File: src/include/sensor_pwr_pkg.sv
// constants for the image sensor power and standby sequencer
package sensor_pwr_pkg;
  // ------------------------------------------------------------------
  // timing
  // ------------------------------------------------------------------
  localparam int CLK_PERIOD_PS    = 4000;
  localparam int REF_PERIOD_PS    = 40000;
  localparam int REF_HALF_CYCLES  = REF_PERIOD_PS / (2 * CLK_PERIOD_PS);
  localparam int QUIET_REF_CYCLES = 512;
  localparam int RAIL_OFF_NS      = 0;
  localparam int RAIL_OFF_CYCLES  = (RAIL_OFF_NS * 1000 + CLK_PERIOD_PS - 1) / CLK_PERIOD_PS;
  localparam logic [2:0] REF_HALF_LAST = 3'(REF_HALF_CYCLES - 1);
  // one edge more than the margin: the first edge may follow the transaction
  // at once, so 512 edges alone would span only 511 full periods
  localparam logic [9:0] QUIET_LAST    = 10'(QUIET_REF_CYCLES + 1);
  // ------------------------------------------------------------------
  // device register map
  // ------------------------------------------------------------------
  localparam logic [15:0] STANDBY_CONFIG_A_ADDR = 16'h30ab;
  localparam logic [15:0] STANDBY_CONFIG_B_ADDR = 16'h30ad;
  localparam logic [15:0] STANDBY_CONFIG_C_ADDR = 16'h30ae;
  localparam logic [15:0] STANDBY_CONFIG_D_ADDR = 16'h363b;
  localparam logic [15:0] REGULATOR_CTRL_ADDR   = 16'h3100;
  localparam logic [15:0] SLEEP_CTRL_ADDR       = 16'h0100;
  localparam logic [7:0]  STANDBY_CONFIG_A_VAL  = 8'h00;
  localparam logic [7:0]  STANDBY_CONFIG_B_VAL  = 8'h0a;
  localparam logic [7:0]  STANDBY_CONFIG_C_VAL  = 8'h27;
  localparam logic [7:0]  STANDBY_CONFIG_D_VAL  = 8'h01;
  localparam logic [7:0]  REGULATOR_OFF_VAL     = 8'h01;
  localparam logic [7:0]  SLEEP_ENTER_VAL       = 8'h00;
  localparam logic [7:0]  SLEEP_EXIT_VAL        = 8'h01;
  // ------------------------------------------------------------------
  // write list indices
  // ------------------------------------------------------------------
  localparam logic [2:0] WR_REGULATOR = 3'h0;
  localparam logic [2:0] WR_STBY_A    = 3'h1;
  localparam logic [2:0] WR_STBY_D    = 3'h4;
  localparam logic [2:0] WR_SLEEP     = 3'h5;
  localparam logic [2:0] WR_WAKE      = 3'h6;

  typedef enum logic [3:0] {
    ST_OFF     = 4'b0000,
    ST_RAIL_UP = 4'b0001,
    ST_PIN_UP  = 4'b0010,
    ST_CFG_WR  = 4'b0011,
    ST_ACTIVE  = 4'b0100,
    ST_SLP_WR  = 4'b0101,
    ST_SW_STBY = 4'b0110,
    ST_HS_WR   = 4'b0111,
    ST_HW_STBY = 4'b1000,
    ST_WAKE_WR = 4'b1001,
    ST_QUIET   = 4'b1010,
    ST_PIN_DN  = 4'b1011,
    ST_CORE_DN = 4'b1100,
    ST_IO_DN   = 4'b1101,
    ST_AN_DN   = 4'b1110
  } seq_state_t;
endpackage

File: src/logic/sensor_power_standby_sequencer.sv
// host-side power, standby and power-down sequencer for an image sensor
//
// Behaviour
// (RQ1) External core rail: drive regulator bypass pin at I/O level.
// (RQ2) External core rail: write regulator-off register after power-up.
// (RQ3) Only one of shutdown or powerdown pin is a GPIO; other follows I/O rail.
// (RQ4) Shutdown pin rises only after analog and I/O rails are good.
// (RQ5) Device offers pin-driven hardware standby and bus-driven software sleep.
// (RQ6) Hardware standby starts by writing 00 to config A, 0A to config B.
// (RQ7) Then write 27 to config C and 01 to config D.
// (RQ8) Then drive the active-high powerdown pin high.
// (RQ9) Device finishes current frame before entering software standby.
// (RQ10) Reference clock runs 512 cycles after last transaction or frame end.
// (RQ11) Shutdown pin falls no later than analog or I/O rail.
// (RQ12) Analog and I/O rails may fall in either order.
// (RQ13) Powerdown pin falls no later than the I/O rail.
// (RQ14) Shutdown pin falls no later than the external core rail; when tied to the I/O rail it falls one cycle after the core rail.
// (RQ15) External core rail falls no later than analog or I/O rail.
// (RQ16) Powerdown pin falls no later than the external core rail; when tied to the I/O rail it falls one cycle after the core rail.
// (RQ17) Shutdown-GPIO wiring: software standby first, then lower shutdown pin; power-down from active or hardware standby skips the sleep write.
// (RQ18) Powerdown-GPIO wiring: lower pin, then I/O rail, then analog rail.
// (RQ19) External core: pin low, then core rail off, then other rails.
// (RQ20) Every standby write must be acknowledged; a failure restarts the sequence.
`timescale 1ns/10ps
module sensor_power_standby_sequencer
(
  input  wire logic        clk_in,                 // 250 MHz system clock
  input  wire logic        sys_rst_in,             // synchronous reset, active high
  input  wire logic        ext_core_in,            // core rail supplied externally
  input  wire logic        gpio_is_powerdown_pin_in,        // 1: powerdown pin on GPIO, 0: shutdown pin
  input  wire logic        power_up_req_in,        // pulse: power up from off
  input  wire logic        power_down_req_in,      // pulse: power down to off
  input  wire logic        sw_standby_req_in,      // pulse: enter software sleep
  input  wire logic        hw_standby_req_in,      // pulse: enter hardware standby
  input  wire logic        wake_req_in,            // pulse: leave either standby
  input  wire logic        analog_rail_good_in,    // analog rail up (pin)
  input  wire logic        io_rail_good_in,        // I/O rail up (pin)
  input  wire logic        frame_end_in,           // end code seen on sensor output (pin)
  output logic             bus_wr_req_out,         // write request to control-bus master
  output logic [15:0]      bus_wr_addr_out,        // register address
  output logic [7:0]       bus_wr_data_out,        // register data
  input  wire logic        bus_wr_done_in,         // pulse: write finished
  input  wire logic        bus_wr_ack_in,          // with done: write acknowledged
  output logic             analog_rail_en_out,     // analog supply enable
  output logic             io_rail_en_out,         // I/O supply enable
  output logic             core_rail_en_out,       // external core supply enable
  output logic             regulator_bypass_pin_out, // regulator bypass pin
  output logic             shutdown_n_pin_out,     // shutdown pin, active low
  output logic             powerdown_n_pin_out,    // powerdown pin, active low
  output logic             powerdown_pin_out,      // hardware standby pin, active high
  output logic             reference_clock_out,    // reference clock to the sensor
  output sensor_pwr_pkg::seq_state_t state_out,    // current sequencer state
  output logic             write_fail_out          // pulse: a write was not acknowledged
);
  import sensor_pwr_pkg::*;

  // ------------------------------------------------------------------
  // synchronisers
  // ------------------------------------------------------------------
  logic [2:0] meta_sync;
  logic [2:0] stable_sync;
  logic       frame_prev;
  logic       analog_good;
  logic       io_good;
  logic       frame_end_edge;

  always_ff @(posedge clk_in)
  begin
    if (sys_rst_in)
    begin
      meta_sync   <= 3'h0;
      stable_sync <= 3'h0;
      frame_prev  <= 1'b0;
    end
    else
    begin
      meta_sync   <= {frame_end_in, io_rail_good_in, analog_rail_good_in};
      stable_sync <= meta_sync;
      frame_prev  <= stable_sync[2];
    end
  end

  assign analog_good    = stable_sync[0];
  assign io_good        = stable_sync[1];
  assign frame_end_edge = stable_sync[2] & ~frame_prev;

  // ------------------------------------------------------------------
  // reference clock divider
  // ------------------------------------------------------------------
  logic [2:0] ref_div;
  logic       ref_level;
  logic       ref_tick;
  logic       ref_run;

  assign ref_tick = ref_run & (ref_div == REF_HALF_LAST) & ~ref_level;

  always_ff @(posedge clk_in)
  begin
    if (sys_rst_in || !ref_run)
    begin
      ref_div   <= 3'h0;
      ref_level <= 1'b0;
    end
    else if (ref_div == REF_HALF_LAST)
    begin
      ref_div   <= 3'h0;
      ref_level <= ~ref_level;
    end
    else
    begin
      ref_div <= ref_div + 3'h1;
    end
  end

  // ------------------------------------------------------------------
  // quiet counter: reference cycles since last write or frame end
  // ------------------------------------------------------------------
  logic [9:0] quiet_cnt;
  logic       quiet_done;

  assign quiet_done = (quiet_cnt == QUIET_LAST);

  always_ff @(posedge clk_in)
  begin
    if (sys_rst_in || bus_wr_done_in || frame_end_edge)
      quiet_cnt <= 10'h000; // RQ10
    else if (ref_tick && !quiet_done)
      quiet_cnt <= quiet_cnt + 10'h001; // RQ10
  end

  // ------------------------------------------------------------------
  // write list
  // ------------------------------------------------------------------
  function automatic logic [23:0] wr_entry(input logic [2:0] idx);
    case (idx)
      WR_REGULATOR : wr_entry = {REGULATOR_CTRL_ADDR, REGULATOR_OFF_VAL};
      3'h1         : wr_entry = {STANDBY_CONFIG_A_ADDR, STANDBY_CONFIG_A_VAL};
      3'h2         : wr_entry = {STANDBY_CONFIG_B_ADDR, STANDBY_CONFIG_B_VAL};
      3'h3         : wr_entry = {STANDBY_CONFIG_C_ADDR, STANDBY_CONFIG_C_VAL};
      WR_STBY_D    : wr_entry = {STANDBY_CONFIG_D_ADDR, STANDBY_CONFIG_D_VAL};
      WR_SLEEP     : wr_entry = {SLEEP_CTRL_ADDR, SLEEP_ENTER_VAL};
      default      : wr_entry = {SLEEP_CTRL_ADDR, SLEEP_EXIT_VAL};
    endcase
  endfunction

  // ------------------------------------------------------------------
  // sequencer
  // ------------------------------------------------------------------
  seq_state_t state;
  logic [2:0] wr_idx;
  logic       ext_core;
  logic       gpio_powerdown_pin;
  logic       wr_ok;
  logic       wr_bad;

  assign wr_ok  = bus_wr_done_in & bus_wr_ack_in;
  assign wr_bad = bus_wr_done_in & ~bus_wr_ack_in;

  always_ff @(posedge clk_in)
  begin
    if (sys_rst_in)
    begin
      state     <= ST_OFF;
      wr_idx    <= WR_REGULATOR;
      ext_core  <= 1'b0;
      gpio_powerdown_pin <= 1'b0;
    end
    else
    begin
      case (state)
        ST_OFF :
          if (power_up_req_in)
          begin
            // wiring is captured once per power cycle
            ext_core  <= ext_core_in;
            gpio_powerdown_pin <= gpio_is_powerdown_pin_in;
            state     <= ST_RAIL_UP;
          end
        ST_RAIL_UP :
          if (analog_good && io_good)
            state <= ST_PIN_UP; // RQ4
        ST_PIN_UP :
        begin
          wr_idx <= WR_REGULATOR;
          state  <= ext_core ? ST_CFG_WR : ST_ACTIVE; // RQ2
        end
        ST_CFG_WR :
          if (wr_ok)
            state <= ST_ACTIVE; // RQ2
        ST_ACTIVE :
          if (power_down_req_in)
            state <= ST_QUIET;
          else if (hw_standby_req_in)
          begin
            wr_idx <= WR_STBY_A; // RQ6
            state  <= ST_HS_WR;
          end
          else if (sw_standby_req_in)
          begin
            wr_idx <= WR_SLEEP; // RQ5
            state  <= ST_SLP_WR;
          end
        ST_SLP_WR :
          if (wr_ok)
            state <= ST_SW_STBY;
        ST_HS_WR :
          if (wr_bad)
            wr_idx <= WR_STBY_A; // RQ20
          else if (wr_ok && wr_idx == WR_STBY_D)
            state <= ST_HW_STBY; // RQ8
          else if (wr_ok)
            wr_idx <= wr_idx + 3'h1; // RQ7
        ST_SW_STBY,
        ST_HW_STBY :
          if (power_down_req_in)
            state <= ST_QUIET; // RQ17
          else if (wake_req_in)
          begin
            wr_idx <= WR_WAKE;
            state  <= ST_WAKE_WR;
          end
        ST_WAKE_WR :
          if (wr_ok)
            state <= ST_ACTIVE;
        ST_QUIET :
          if (quiet_done && !bus_wr_req_out)
            state <= ST_PIN_DN; // RQ10
        ST_PIN_DN :
          state <= ext_core ? ST_CORE_DN : ST_IO_DN; // RQ19
        ST_CORE_DN :
          state <= ST_IO_DN; // RQ15
        ST_IO_DN :
          state <= ST_AN_DN; // RQ18
        ST_AN_DN :
          state <= ST_OFF; // RQ12
        default :
          state <= ST_OFF;
      endcase
    end
  end

  // ------------------------------------------------------------------
  // registered outputs
  // ------------------------------------------------------------------
  logic in_write;
  logic pins_up;
  logic rails_on;
  logic io_on;

  assign in_write = (state == ST_CFG_WR) || (state == ST_SLP_WR) || (state == ST_HS_WR) || (state == ST_WAKE_WR);
  assign rails_on = (state != ST_OFF) && (state != ST_AN_DN);
  assign io_on    = rails_on && (state != ST_IO_DN);
  assign pins_up  = rails_on && (state != ST_RAIL_UP) && (state != ST_QUIET || !quiet_done)
                    && (state != ST_PIN_DN) && (state != ST_CORE_DN) && (state != ST_IO_DN);

  always_ff @(posedge clk_in)
  begin
    if (sys_rst_in)
    begin
      bus_wr_req_out           <= 1'b0;
      bus_wr_addr_out          <= 16'h0000;
      bus_wr_data_out          <= 8'h00;
      analog_rail_en_out       <= 1'b0;
      io_rail_en_out           <= 1'b0;
      core_rail_en_out         <= 1'b0;
      regulator_bypass_pin_out <= 1'b0;
      shutdown_n_pin_out       <= 1'b0;
      powerdown_n_pin_out      <= 1'b0;
      powerdown_pin_out        <= 1'b0;
      reference_clock_out      <= 1'b0;
      ref_run                  <= 1'b0;
      state_out                <= ST_OFF;
      write_fail_out           <= 1'b0;
    end
    else
    begin
      // request drops in the cycle after done so no write is issued twice
      bus_wr_req_out           <= in_write && !bus_wr_done_in;
      {bus_wr_addr_out, bus_wr_data_out} <= wr_entry(wr_idx);
      analog_rail_en_out       <= rails_on; // RQ12
      io_rail_en_out           <= io_on; // RQ13
      core_rail_en_out         <= ext_core && rails_on && (state != ST_CORE_DN) && (state != ST_IO_DN); // RQ15
      regulator_bypass_pin_out <= ext_core && io_on; // RQ1
      // tied shutdown pin held low until both rails report good
      shutdown_n_pin_out       <= gpio_powerdown_pin ? (io_on && (state != ST_RAIL_UP)) : pins_up; // RQ3 RQ4 RQ11 RQ14
      powerdown_n_pin_out      <= gpio_powerdown_pin ? pins_up : io_on; // RQ3 RQ13 RQ16
      powerdown_pin_out        <= (state == ST_HW_STBY); // RQ8
      // clock stays on through the quiet wait
      ref_run                  <= rails_on && (state != ST_IO_DN); // RQ10
      reference_clock_out      <= ref_level;
      state_out                <= state;
      write_fail_out           <= wr_bad && in_write; // RQ20
    end
  end

  // ------------------------------------------------------------------
  // checks
  // ------------------------------------------------------------------
  AST_BYPASS_WITH_CORE : assert property (@(posedge clk_in) disable iff (sys_rst_in) // RQ1
    core_rail_en_out |-> regulator_bypass_pin_out)
    else $error("core rail on without regulator bypass");
  AST_REG_OFF_WRITE : assert property (@(posedge clk_in) disable iff (sys_rst_in) // RQ2
    (state == ST_CFG_WR && wr_ok) |=> (state == ST_ACTIVE))
    else $error("regulator-off write not followed by active");
  AST_SHUTDOWN_AFTER_RAILS : assert property (@(posedge clk_in) disable iff (sys_rst_in) // RQ4
    $rose(shutdown_n_pin_out) |-> ($past(analog_good) && $past(io_good)))
    else $error("shutdown released before rails good");
  AST_STBY_FIRST_WRITE : assert property (@(posedge clk_in) disable iff (sys_rst_in) // RQ6
    (state == ST_ACTIVE && !power_down_req_in && hw_standby_req_in)
      |=> ##1 (bus_wr_addr_out == STANDBY_CONFIG_A_ADDR && bus_wr_data_out == STANDBY_CONFIG_A_VAL))
    else $error("hardware standby did not start with config A");
  AST_PIN_AFTER_WRITES : assert property (@(posedge clk_in) disable iff (sys_rst_in) // RQ8
    $rose(powerdown_pin_out) |-> $past(state, 2) == ST_HS_WR && $past(wr_idx, 2) == WR_STBY_D)
    else $error("powerdown pin raised without final write");
  AST_QUIET_BEFORE_SHUTDOWN : assert property (@(posedge clk_in) disable iff (sys_rst_in) // RQ10
    (state == ST_PIN_DN) |-> $past(quiet_done))
    else $error("shutdown lowered before 512 reference cycles");
  AST_PIN_BEFORE_RAIL : assert property (@(posedge clk_in) disable iff (sys_rst_in) // RQ11
    $fell(analog_rail_en_out) |-> !shutdown_n_pin_out && !powerdown_n_pin_out)
    else $error("rail fell while pin still high");
  AST_POWERDOWN_PIN_BEFORE_IO : assert property (@(posedge clk_in) disable iff (sys_rst_in) // RQ13
    !io_rail_en_out |-> !powerdown_n_pin_out && !shutdown_n_pin_out)
    else $error("pin high while I/O rail off");
  AST_CORE_BEFORE_RAILS : assert property (@(posedge clk_in) disable iff (sys_rst_in) // RQ15
    $fell(core_rail_en_out) |-> io_rail_en_out && analog_rail_en_out
      && !(gpio_powerdown_pin ? powerdown_n_pin_out : shutdown_n_pin_out))
    else $error("core rail order broken");
  AST_FAIL_RESTARTS : assert property (@(posedge clk_in) disable iff (sys_rst_in) // RQ20
    (state == ST_HS_WR && wr_bad) |=> (wr_idx == WR_STBY_A) && (state == ST_HS_WR))
    else $error("failed standby write did not restart sequence");
  AST_IO_BEFORE_ANALOG : assert property (@(posedge clk_in) disable iff (sys_rst_in) // RQ18
    $fell(io_rail_en_out) |=> $fell(analog_rail_en_out))
    else $error("analog rail did not follow I/O rail");

endmodule // sensor_power_standby_sequencer

File: config.mk
export PLATFORM = sky130hd
export DESIGN_NAME = sensor_power_standby_sequencer
export DESIGN_NICKNAME = d
export VERILOG_FILES = /design/src/include/sensor_pwr_pkg.sv /design/src/logic/sensor_power_standby_sequencer.sv
export SDC_FILE = /design/constraint.sdc
export NUM_CORES = 1
export LEC_CHECK = 0
export ABC_AREA = 1
export BUFFER_PORTS_ARGS = -buffer_cell sky130_fd_sc_hd__buf_2
export CAP_MARGIN = 20
export CORE_UTILIZATION = 40
export CTS_CLUSTER_SIZE = 12
export DETAILED_ROUTE_END_ITERATION = 10
export PLACE_DENSITY_LB_ADDON = 0.3
export SLEW_MARGIN = 40
export SYNTH_ARGS = -nofsm -noshare
export SYNTH_HDL_FRONTEND = slang
export SYNTH_SLANG_ARGS = --single-unit
export TNS_END_PERCENT = 30
File: constraint.sdc
create_clock -name clk_in -period 1.6 [get_ports clk_in]
set_input_delay 0.32 -clock clk_in [delete_from_list [all_inputs] [get_ports clk_in]]
set_output_delay 0.32 -clock clk_in [all_outputs]
set_load 0.01 [all_outputs]
==> impl_metrics.xml, run 1 <==
<?xml version="1.0" encoding="UTF-8"?>
<metrics>
  <group name="drt">
    <metric name="via_per_inst" unit="">4.68</metric>
    <metric name="drt_first_iter_violations" unit="">71</metric>
    <metric name="routed_wire_length_per_instance" unit="um">11.2</metric>
    <metric name="drtAntennaViolNets" unit="">0</metric>
    <metric name="dr_total_vias" unit="">2283</metric>
    <metric name="route.final.wire_length" unit="um">5450</metric>
    <metric name="drt_drc_violations_left" unit="">0</metric>
    <metric name="drt_first_pass_iters" unit="">4</metric>
  </group>
  <group name="critical_path">
    <metric name="number_of_buffer_and_inverter_stages_on_the_critical_path" unit="">0</metric>
    <metric name="critical_path.top_delay_family" unit="">adder cells</metric>
    <metric name="crit_slowest_cell" unit="">sky130_fd_sc_hd__dfxtp_4</metric>
    <metric name="start_kind" unit="">flop</metric>
    <metric name="worst_path_largest_cell_delay" unit="ns">0.37</metric>
    <metric name="cp_common_cell" unit="">sky130_fd_sc_hd__a21oi_1</metric>
    <metric name="cell_by_cell_trace_of_the_critical_path" unit="">ha_1 -&gt; ha_1 -&gt; a21oi_1 -&gt; nand2_1 -&gt; nor2_1 -&gt; a21oi_1 -&gt; a21oi_1</metric>
    <metric name="crit_fanout" unit="">3</metric>
    <metric name="worst-endpoint-arrival" unit="ns">1.77</metric>
    <metric name="required" unit="ns">1.85</metric>
    <metric name="timing.setup.critical_path_class" unit="">reg -&gt; reg</metric>
    <metric name="end_kind" unit="">flop</metric>
  </group>
  <group name="placement">
    <metric name="detailedPlace.worstSlack" unit="ns">-0.00801</metric>
    <metric name="buffer_ports.inserted" unit="">44</metric>
    <metric name="hpwl" unit="um">4180</metric>
    <metric name="gp_congestion" unit="">0.923</metric>
  </group>
  <group name="final_layout">
    <metric name="final_standard_cell_utilization_of_the_core" unit="%">48.1</metric>
    <metric name="seq_area" unit="um2">1110</metric>
    <metric name="synthToLayoutAreaGrowth" unit="%">16.0</metric>
    <metric name="most_common_cell_after_layout_fill_and_taps_aside" unit="">sky130_fd_sc_hd__nand2_1</metric>
    <metric name="multi_input_gate_area_in_the_final_layout" unit="um2">1280</metric>
    <metric name="nFillCells" unit="">637</metric>
    <metric name="final_layout_size_suffix_gt1_share" unit="%">24.1</metric>
    <metric name="mostFrequentLayoutCells" unit="">sky130_fd_sc_hd__nand2_1 (67), sky130_fd_sc_hd__nor2_1 (60), sky130_fd_sc_hd__dfxtp_1 (48)</metric>
    <metric name="finish.net_count" unit="">433</metric>
    <metric name="n_antenna_cell" unit="">0</metric>
  </group>
  <group name="clock_tree">
    <metric name="cts-root-to-sink-buffers" unit="">2</metric>
    <metric name="ctsHtreeMaxLevel" unit="">2</metric>
    <metric name="clk_root_buffer_cell" unit="">sky130_fd_sc_hd__clkbuf_8</metric>
    <metric name="tritoncts" unit="">yes</metric>
    <metric name="tritoncts_num_sinks" unit="">55</metric>
    <metric name="clkTransAtPathRegs" unit="ns">0.09</metric>
    <metric name="clk_latency_worst_skew_pair" unit="ns">0.31</metric>
    <metric name="tritoncts.num_buffers" unit="">5</metric>
  </group>
  <group name="floorplan">
    <metric name="dieArea" unit="um2">6910</metric>
    <metric name="core_region_area" unit="um2">6350</metric>
    <metric name="dieWidth" unit="um">83.1</metric>
    <metric name="starting_density_of_the_core" unit="%">41.4</metric>
    <metric name="io-pin-count" unit="">52</metric>
    <metric name="die_h" unit="um">83.1</metric>
    <metric name="placementRows" unit="">29</metric>
  </group>
  <group name="synth">
    <metric name="synthDominantAreaCellType" unit="">sky130_fd_sc_hd__dfxtp_1</metric>
    <metric name="ys_top_cells_by_area" unit="">sky130_fd_sc_hd__dfxtp_1 (42%), sky130_fd_sc_hd__nand2_1 (10%), sky130_fd_sc_hd__nor2_1 (8.6%)</metric>
    <metric name="synth-seq-area-share" unit="%">41.8</metric>
    <metric name="postSynthCellCount" unit="">363</metric>
    <metric name="netlist.area_leader.share" unit="%">41.8</metric>
    <metric name="synthDistinctLibCells" unit="">32</metric>
    <metric name="avgSynthCellArea" unit="um2">7.25</metric>
    <metric name="syn_area" unit="um2">2630</metric>
    <metric name="yosysWarningCount" unit="">0</metric>
    <metric name="number_of_synthesized_register_bits" unit="">55</metric>
  </group>
  <group name="worst_hold_path">
    <metric name="min-delay-path-class" unit="">in -&gt; reg</metric>
  </group>
  <group name="sta">
    <metric name="drv_slew" unit="">0</metric>
    <metric name="setup_viol_count_final" unit="">0</metric>
    <metric name="grt_setup_unrepaired" unit="">yes</metric>
    <metric name="fin_skew" unit="ns">0.00900</metric>
    <metric name="layout_worst_path_cycle_share" unit="%">95.1</metric>
    <metric name="final_period_minus_worst_setup_slack" unit="ns">1.52</metric>
    <metric name="fmaxAchievable" unit="MHz">657</metric>
    <metric name="finalHoldViolations" unit="">0</metric>
    <metric name="finalHoldWorstSlack" unit="ns">0.201</metric>
    <metric name="postLayoutSetupSlackWorst" unit="ns">0.0785</metric>
  </group>
  <group name="global_route">
    <metric name="grtUsageTotal" unit="%">16.4</metric>
    <metric name="grt_overflow_total" unit="">0</metric>
    <metric name="number_of_global_route_vias_before_repair" unit="">2196</metric>
    <metric name="initial_antenna_violation_count" unit="">0</metric>
    <metric name="largest_net_degree_at_the_start_of_global_routing" unit="">17</metric>
    <metric name="grt_pass1_wl" unit="um">9270</metric>
  </group>
  <group name="run">
    <metric name="cap_viol_max_count" unit="">0</metric>
  </group>
  <group name="pwr">
    <metric name="leakagePower" unit="nW">1.48</metric>
    <metric name="power_density" unit="nW/um2">1320</metric>
    <metric name="ir_drop_worst_vdd" unit="mV">0.639</metric>
  </group>
  <group name="run_status">
    <metric name="result_of_the_run" unit="">completed</metric>
  </group>
</metrics>
-- Yosys cell counts (all sizes together) --
cell type,count
nand3b,3
a21oi,25
and3,1
nor2,68
conb,1
clkbuf,3
o2111ai,1
buf,16
nand3,19
o22ai,1
xnor2,3
a31oi,1
nor4,1
o21ai,16
nand2,77
ha,9
nand4,4
dfxtp,55
o211a,1
inv,49
nor3,6
xor2,3
-- power breakdown --
group          total (mW)  internal, mW  leakage, nW  switching [mW]
registers            1.73          1.59        0.453           0.143
logic                1.55         0.573        0.983           0.975
clock network       0.756         0.307       0.0412           0.449
total                4.03          2.47         1.48            1.57
-- worst register-to-register path, delay by kind of cell, from the launching register on --
family                     cells  cell delay [ns]
DFF                            1             0.37
adders and majority gates      2             0.41
AOI/OAI and AO/OA              3             0.40
and+or+nand+nor                2             0.28
-- layout make-up --
cell class                 count  share of cell area (%)
tap                           77                    3.16
sequential                    55                    36.5
clock inverter                 2                   0.410
timing repair buffer          53                    9.43
inverter                      49                    6.27
multi-input combinational    246                    41.8
clock buffer                   6                    2.38
-- flip-flops by register name (all words and copies together), names as in the netlist, 3 cells and up --
signal,count
bus_wr_addr_out,7
bus_wr_data_out,4
meta_sync,3
quiet_cnt,10
ref_div,3
stable_sync,3
state,4
state_out,4
wr_idx,3
-- what timing repair did --
action                                 4_1_cts  5_1_grt
resized for setup                            2       21
endpoints found under the hold margin        0        0
pin swaps                                    2        3
setup endpoints to repair                    7       11
hold buffers                                 0        0
setup buffers                                0        1
-- per-stage QoR --
stage                     cells  total power [mW]  cell area, um2  setup TNS [ns]
after global routing        488              4.36            3050         -0.0388
after floorplan             369              2.83            2650               0
after detailed placement    479              3.21            2900         -0.0175
final                       488              4.03            3050               0
after CTS                   487              3.98            3000               0
after global placement      479              3.20            2900               0
-- layer usage --
layer	share of wire [%]	GRT usage, %
met2	49	29.2
met3	3.6	4.08
met5	0	0
met1	45	18.6
met4	2.1	6.58
-- worst paths after layout --
path                   startpoint                  to  slack [ns]  cells after the start
hold reg to reg      meta_sync[0]      stable_sync[0]        0.41                      2
setup reg to reg        wr_idx[0]  bus_wr_data_out[0]        0.08                      7
setup / recovery        wr_idx[0]  bus_wr_data_out[0]        0.08                      7
hold / removal    io_rail_good_in        meta_sync[1]        0.20                      3
-- cells by family (layout without fill, tap and decap cells) --
family	count (synthesis)	after routing	synth area share, %
simple gates	179	179	30.5
buf+inv	68	110	12.1
flops	55	55	41.8
compound gates	45	45	9.13
fa+ha+maj	9	9	4.28
xor+xnor	6	6	2.00
other cells	1	7	0.143
No activity file was read; power rests on OpenSTA's default activity.
==> run 2: changes to the inputs <==
--- a/config.mk
+++ b/config.mk
@@ -8,7 +8,9 @@
 export ABC_AREA = 1
 export BUFFER_PORTS_ARGS = -buffer_cell sky130_fd_sc_hd__buf_2
 export CAP_MARGIN = 20
-export CORE_UTILIZATION = 40
+export CELL_PAD_IN_SITES_DETAIL_PLACEMENT = 2
+export CELL_PAD_IN_SITES_GLOBAL_PLACEMENT = 2
+export CORE_UTILIZATION = 30
 export CTS_CLUSTER_SIZE = 12
 export DETAILED_ROUTE_END_ITERATION = 10
 export PLACE_DENSITY_LB_ADDON = 0.3
==> run 2 against run 1 <==
Net effect:
- total power rose by 8.5%
- critical path depth rose by 1
- global-route usage rose by 1.6 points
- final cell count rose by 7.0%
- setup slack got worse by 0.035 ns
- via count rose by 7.3%
- clock power rose by 24%
- register-to-register slack got worse by 0.03 ns
- largest cell class unchanged
==> impl_metrics.xml, run 2 (synthesis gave the netlist of run 1 again) <==
<?xml version="1.0" encoding="UTF-8"?>
<metrics>
  <group name="run_status">
    <metric name="result_of_the_run" unit="">completed</metric>
  </group>
  <group name="floorplan">
    <metric name="io-pin-count" unit="">52</metric>
    <metric name="dieArea" unit="um2">9150</metric>
    <metric name="die_h" unit="um">95.7</metric>
    <metric name="starting_density_of_the_core" unit="%">31.5</metric>
    <metric name="dieWidth" unit="um">95.7</metric>
    <metric name="core_region_area" unit="um2">8340</metric>
    <metric name="placementRows" unit="">33</metric>
  </group>
  <group name="critical_path">
    <metric name="worst_path_largest_cell_delay" unit="ns">0.34</metric>
    <metric name="crit_slowest_cell" unit="">sky130_fd_sc_hd__dfxtp_2</metric>
    <metric name="worst-endpoint-arrival" unit="ns">1.82</metric>
    <metric name="required" unit="ns">1.86</metric>
    <metric name="crit_fanout" unit="">3</metric>
    <metric name="end_kind" unit="">flop</metric>
    <metric name="reg2reg_slack" unit="ns">0.04</metric>
    <metric name="cell_by_cell_trace_of_the_critical_path" unit="">buf_4 -&gt; ha_1 -&gt; ha_1 -&gt; a21oi_2 -&gt; nand2_1 -&gt; nor2_2 -&gt; a21oi_1 -&gt; a21oi_1</metric>
    <metric name="start_kind" unit="">flop</metric>
    <metric name="timing.setup.critical_path_class" unit="">reg -&gt; reg</metric>
  </group>
  <group name="pwr">
    <metric name="p_seq_share" unit="%">39.3</metric>
    <metric name="leakagePower" unit="nW">1.53</metric>
    <metric name="power.net_switching" unit="mW">1.71</metric>
    <metric name="power_density" unit="nW/um2">1370</metric>
    <metric name="totalPowerFinal" unit="mW">4.38</metric>
    <metric name="power.share.combinational" unit="%">39.2</metric>
    <metric name="power_report.internal_total" unit="mW">2.67</metric>
    <metric name="ir_drop_worst_vdd" unit="mV">0.515</metric>
    <metric name="switching_share" unit="%">39.0</metric>
    <metric name="p_clk_share" unit="%">21.5</metric>
  </group>
  <group name="sta">
    <metric name="final_period_minus_worst_setup_slack" unit="ns">1.56</metric>
    <metric name="grt_setup_unrepaired" unit="">yes</metric>
    <metric name="postLayoutSetupSlackWorst" unit="ns">0.0436</metric>
    <metric name="fin_skew" unit="ns">0.0106</metric>
    <metric name="finalHoldViolations" unit="">0</metric>
    <metric name="setup_viol_count_final" unit="">0</metric>
    <metric name="layout_worst_path_cycle_share" unit="%">97.3</metric>
    <metric name="fmaxAchievable" unit="MHz">643</metric>
    <metric name="drv_slew" unit="">0</metric>
  </group>
  <group name="drt">
    <metric name="routed_wire_length_per_instance" unit="um">14.6</metric>
    <metric name="via_per_inst" unit="">4.69</metric>
    <metric name="drt_drc_violations_left" unit="">0</metric>
    <metric name="drt_first_iter_violations" unit="">52</metric>
    <metric name="drt_first_pass_iters" unit="">4</metric>
    <metric name="drtAntennaViolNets" unit="">0</metric>
    <metric name="route.final.wire_length" unit="um">7620</metric>
    <metric name="dr_total_vias" unit="">2449</metric>
  </group>
  <group name="final_layout">
    <metric name="synthToLayoutAreaGrowth" unit="%">21.2</metric>
    <metric name="nFillCells" unit="">1048</metric>
    <metric name="mostFrequentLayoutCells" unit="">sky130_fd_sc_hd__nand2_1 (68), sky130_fd_sc_hd__nor2_1 (57), sky130_fd_sc_hd__dfxtp_1 (48)</metric>
    <metric name="n_antenna_cell" unit="">0</metric>
    <metric name="layout_top_registers" unit="">quiet_cnt: 10 flops, bus_wr_addr_out: 7 flops</metric>
    <metric name="finish.net_count" unit="">440</metric>
    <metric name="layout.cells.non_filler" unit="">522</metric>
    <metric name="largest_register_by_flop_count" unit="">quiet_cnt</metric>
    <metric name="number_of_flip_flops_under_the_largest_register_name" unit="">10</metric>
    <metric name="final_layout_size_suffix_gt1_share" unit="%">26.6</metric>
    <metric name="most_common_cell_after_layout_fill_and_taps_aside" unit="">sky130_fd_sc_hd__nand2_1</metric>
  </group>
  <group name="run">
    <metric name="cap_viol_max_count" unit="">0</metric>
  </group>
  <group name="placement">
    <metric name="detailedPlace.worstSlack" unit="ns">-0.0513</metric>
    <metric name="hpwl" unit="um">6100</metric>
    <metric name="buffer_ports.inserted" unit="">44</metric>
    <metric name="post-place-cells" unit="">514</metric>
    <metric name="gp_congestion" unit="">0.859</metric>
  </group>
  <group name="clock_tree">
    <metric name="tritoncts_num_sinks" unit="">55</metric>
    <metric name="tritoncts" unit="">yes</metric>
    <metric name="ctsHtreeMaxLevel" unit="">2</metric>
    <metric name="cts_hold_buffers" unit="">0</metric>
    <metric name="tritoncts.num_buffers" unit="">5</metric>
    <metric name="clkTransAtPathRegs" unit="ns">0.11</metric>
    <metric name="clk_latency_worst_skew_pair" unit="ns">0.32</metric>
    <metric name="cts-root-to-sink-buffers" unit="">2</metric>
    <metric name="clk_root_buffer_cell" unit="">sky130_fd_sc_hd__clkbuf_8</metric>
  </group>
  <group name="global_route">
    <metric name="initial_antenna_violation_count" unit="">0</metric>
    <metric name="grt_pass1_wl" unit="um">12600</metric>
    <metric name="grtUsageTotal" unit="%">18.0</metric>
    <metric name="grt_overflow_total" unit="">0</metric>
    <metric name="largest_net_degree_at_the_start_of_global_routing" unit="">18</metric>
    <metric name="number_of_global_route_vias_before_repair" unit="">2660</metric>
  </group>
  <group name="worst_hold_path">
    <metric name="min-delay-path-class" unit="">in -&gt; reg</metric>
  </group>
</metrics>
==> run 2: per-layer routing <==
| layer | up-vias | global-route usage [%] | routed length (um) |
|---|---|---|---|
| met1 | 1184 | 20.7 | 3280 |
| met5 | - | 0 | 0 |
| met3 | 8 | 2.95 | 222 |
| met2 | 39 | 34.2 | 4030 |
| met4 | 0 | 4.35 | 81 |
| li1 | 1218 | - | - |
==> run 2: power by group through the flow <==
stage               sequential [mW]  clock, mW  combinational (mW)
CTS                            1.71      0.978                1.68
finish                         1.72      0.940                1.72
global route                   1.76       1.02                1.95
global placement               1.73          0                1.57
detailed placement             1.75          0                1.63
floorplan                      1.77          0                1.06
==> run 2: layout make-up <==
| type | instances | area [um2] | share of cell area (%) |
|---|---|---|---|
| Multi-Input combinational cell | 246 | 1300 | 40.7 |
| Clock inverter | 2 | 37.5 | 1.18 |
| Timing Repair Buffer | 60 | 353 | 11.1 |
| Clock buffer | 5 | 68.8 | 2.16 |
| Tap cell | 105 | 131 | 4.12 |
| Sequential cell | 55 | 1110 | 34.8 |
| Inverter | 49 | 189 | 5.93 |
==> run 2: path summary, 6_finish.rpt <==
check / from / to / depth (start not counted)
setup reg to reg: wr_idx[0] / bus_wr_data_out[0] / 8
hold / removal: frame_end_in / meta_sync[2] / 3
hold reg to reg: meta_sync[0] / stable_sync[0] / 2
setup / recovery: wr_idx[0] / bus_wr_data_out[0] / 8
==> run 2: what timing repair did <==
item	4_1_cts	5_1_grt
endpoints found under the setup margin	9	19
setup buffers	0	1
resized for setup	5	21
pin swaps	0	2
==> run 2: critical path, delay by kind of cell (launching register included) <==
| family | cells | cell delay [ns] |
|---|---|---|
| AO/OA/AOI/OAI | 3 | 0.34 |
| flip-flops | 1 | 0.34 |
| AND/OR/NAND/NOR | 2 | 0.27 |
| buffers and inverters | 1 | 0.14 |
| adder cells (fa/ha/maj) | 2 | 0.42 |
==> run 2: per-stage QoR <==
| stage | setup TNS (ns) | hold WS (ns) | utilization, % | cell area [um2] |
|---|---|---|---|---|
| after floorplan | 0 | 0.388 | - | 2650 |
| after global placement | 0 | 0.397 | 35.9 | 3000 |
| after detailed placement | -0.113 | 0.404 | 35.9 | 3000 |
| after CTS | 0 | 0.199 | 37.5 | 3130 |
| after global routing | -0.0791 | 0.207 | 38.2 | 3190 |
| final | 0 | 0.211 | 38.2 | 3190 |
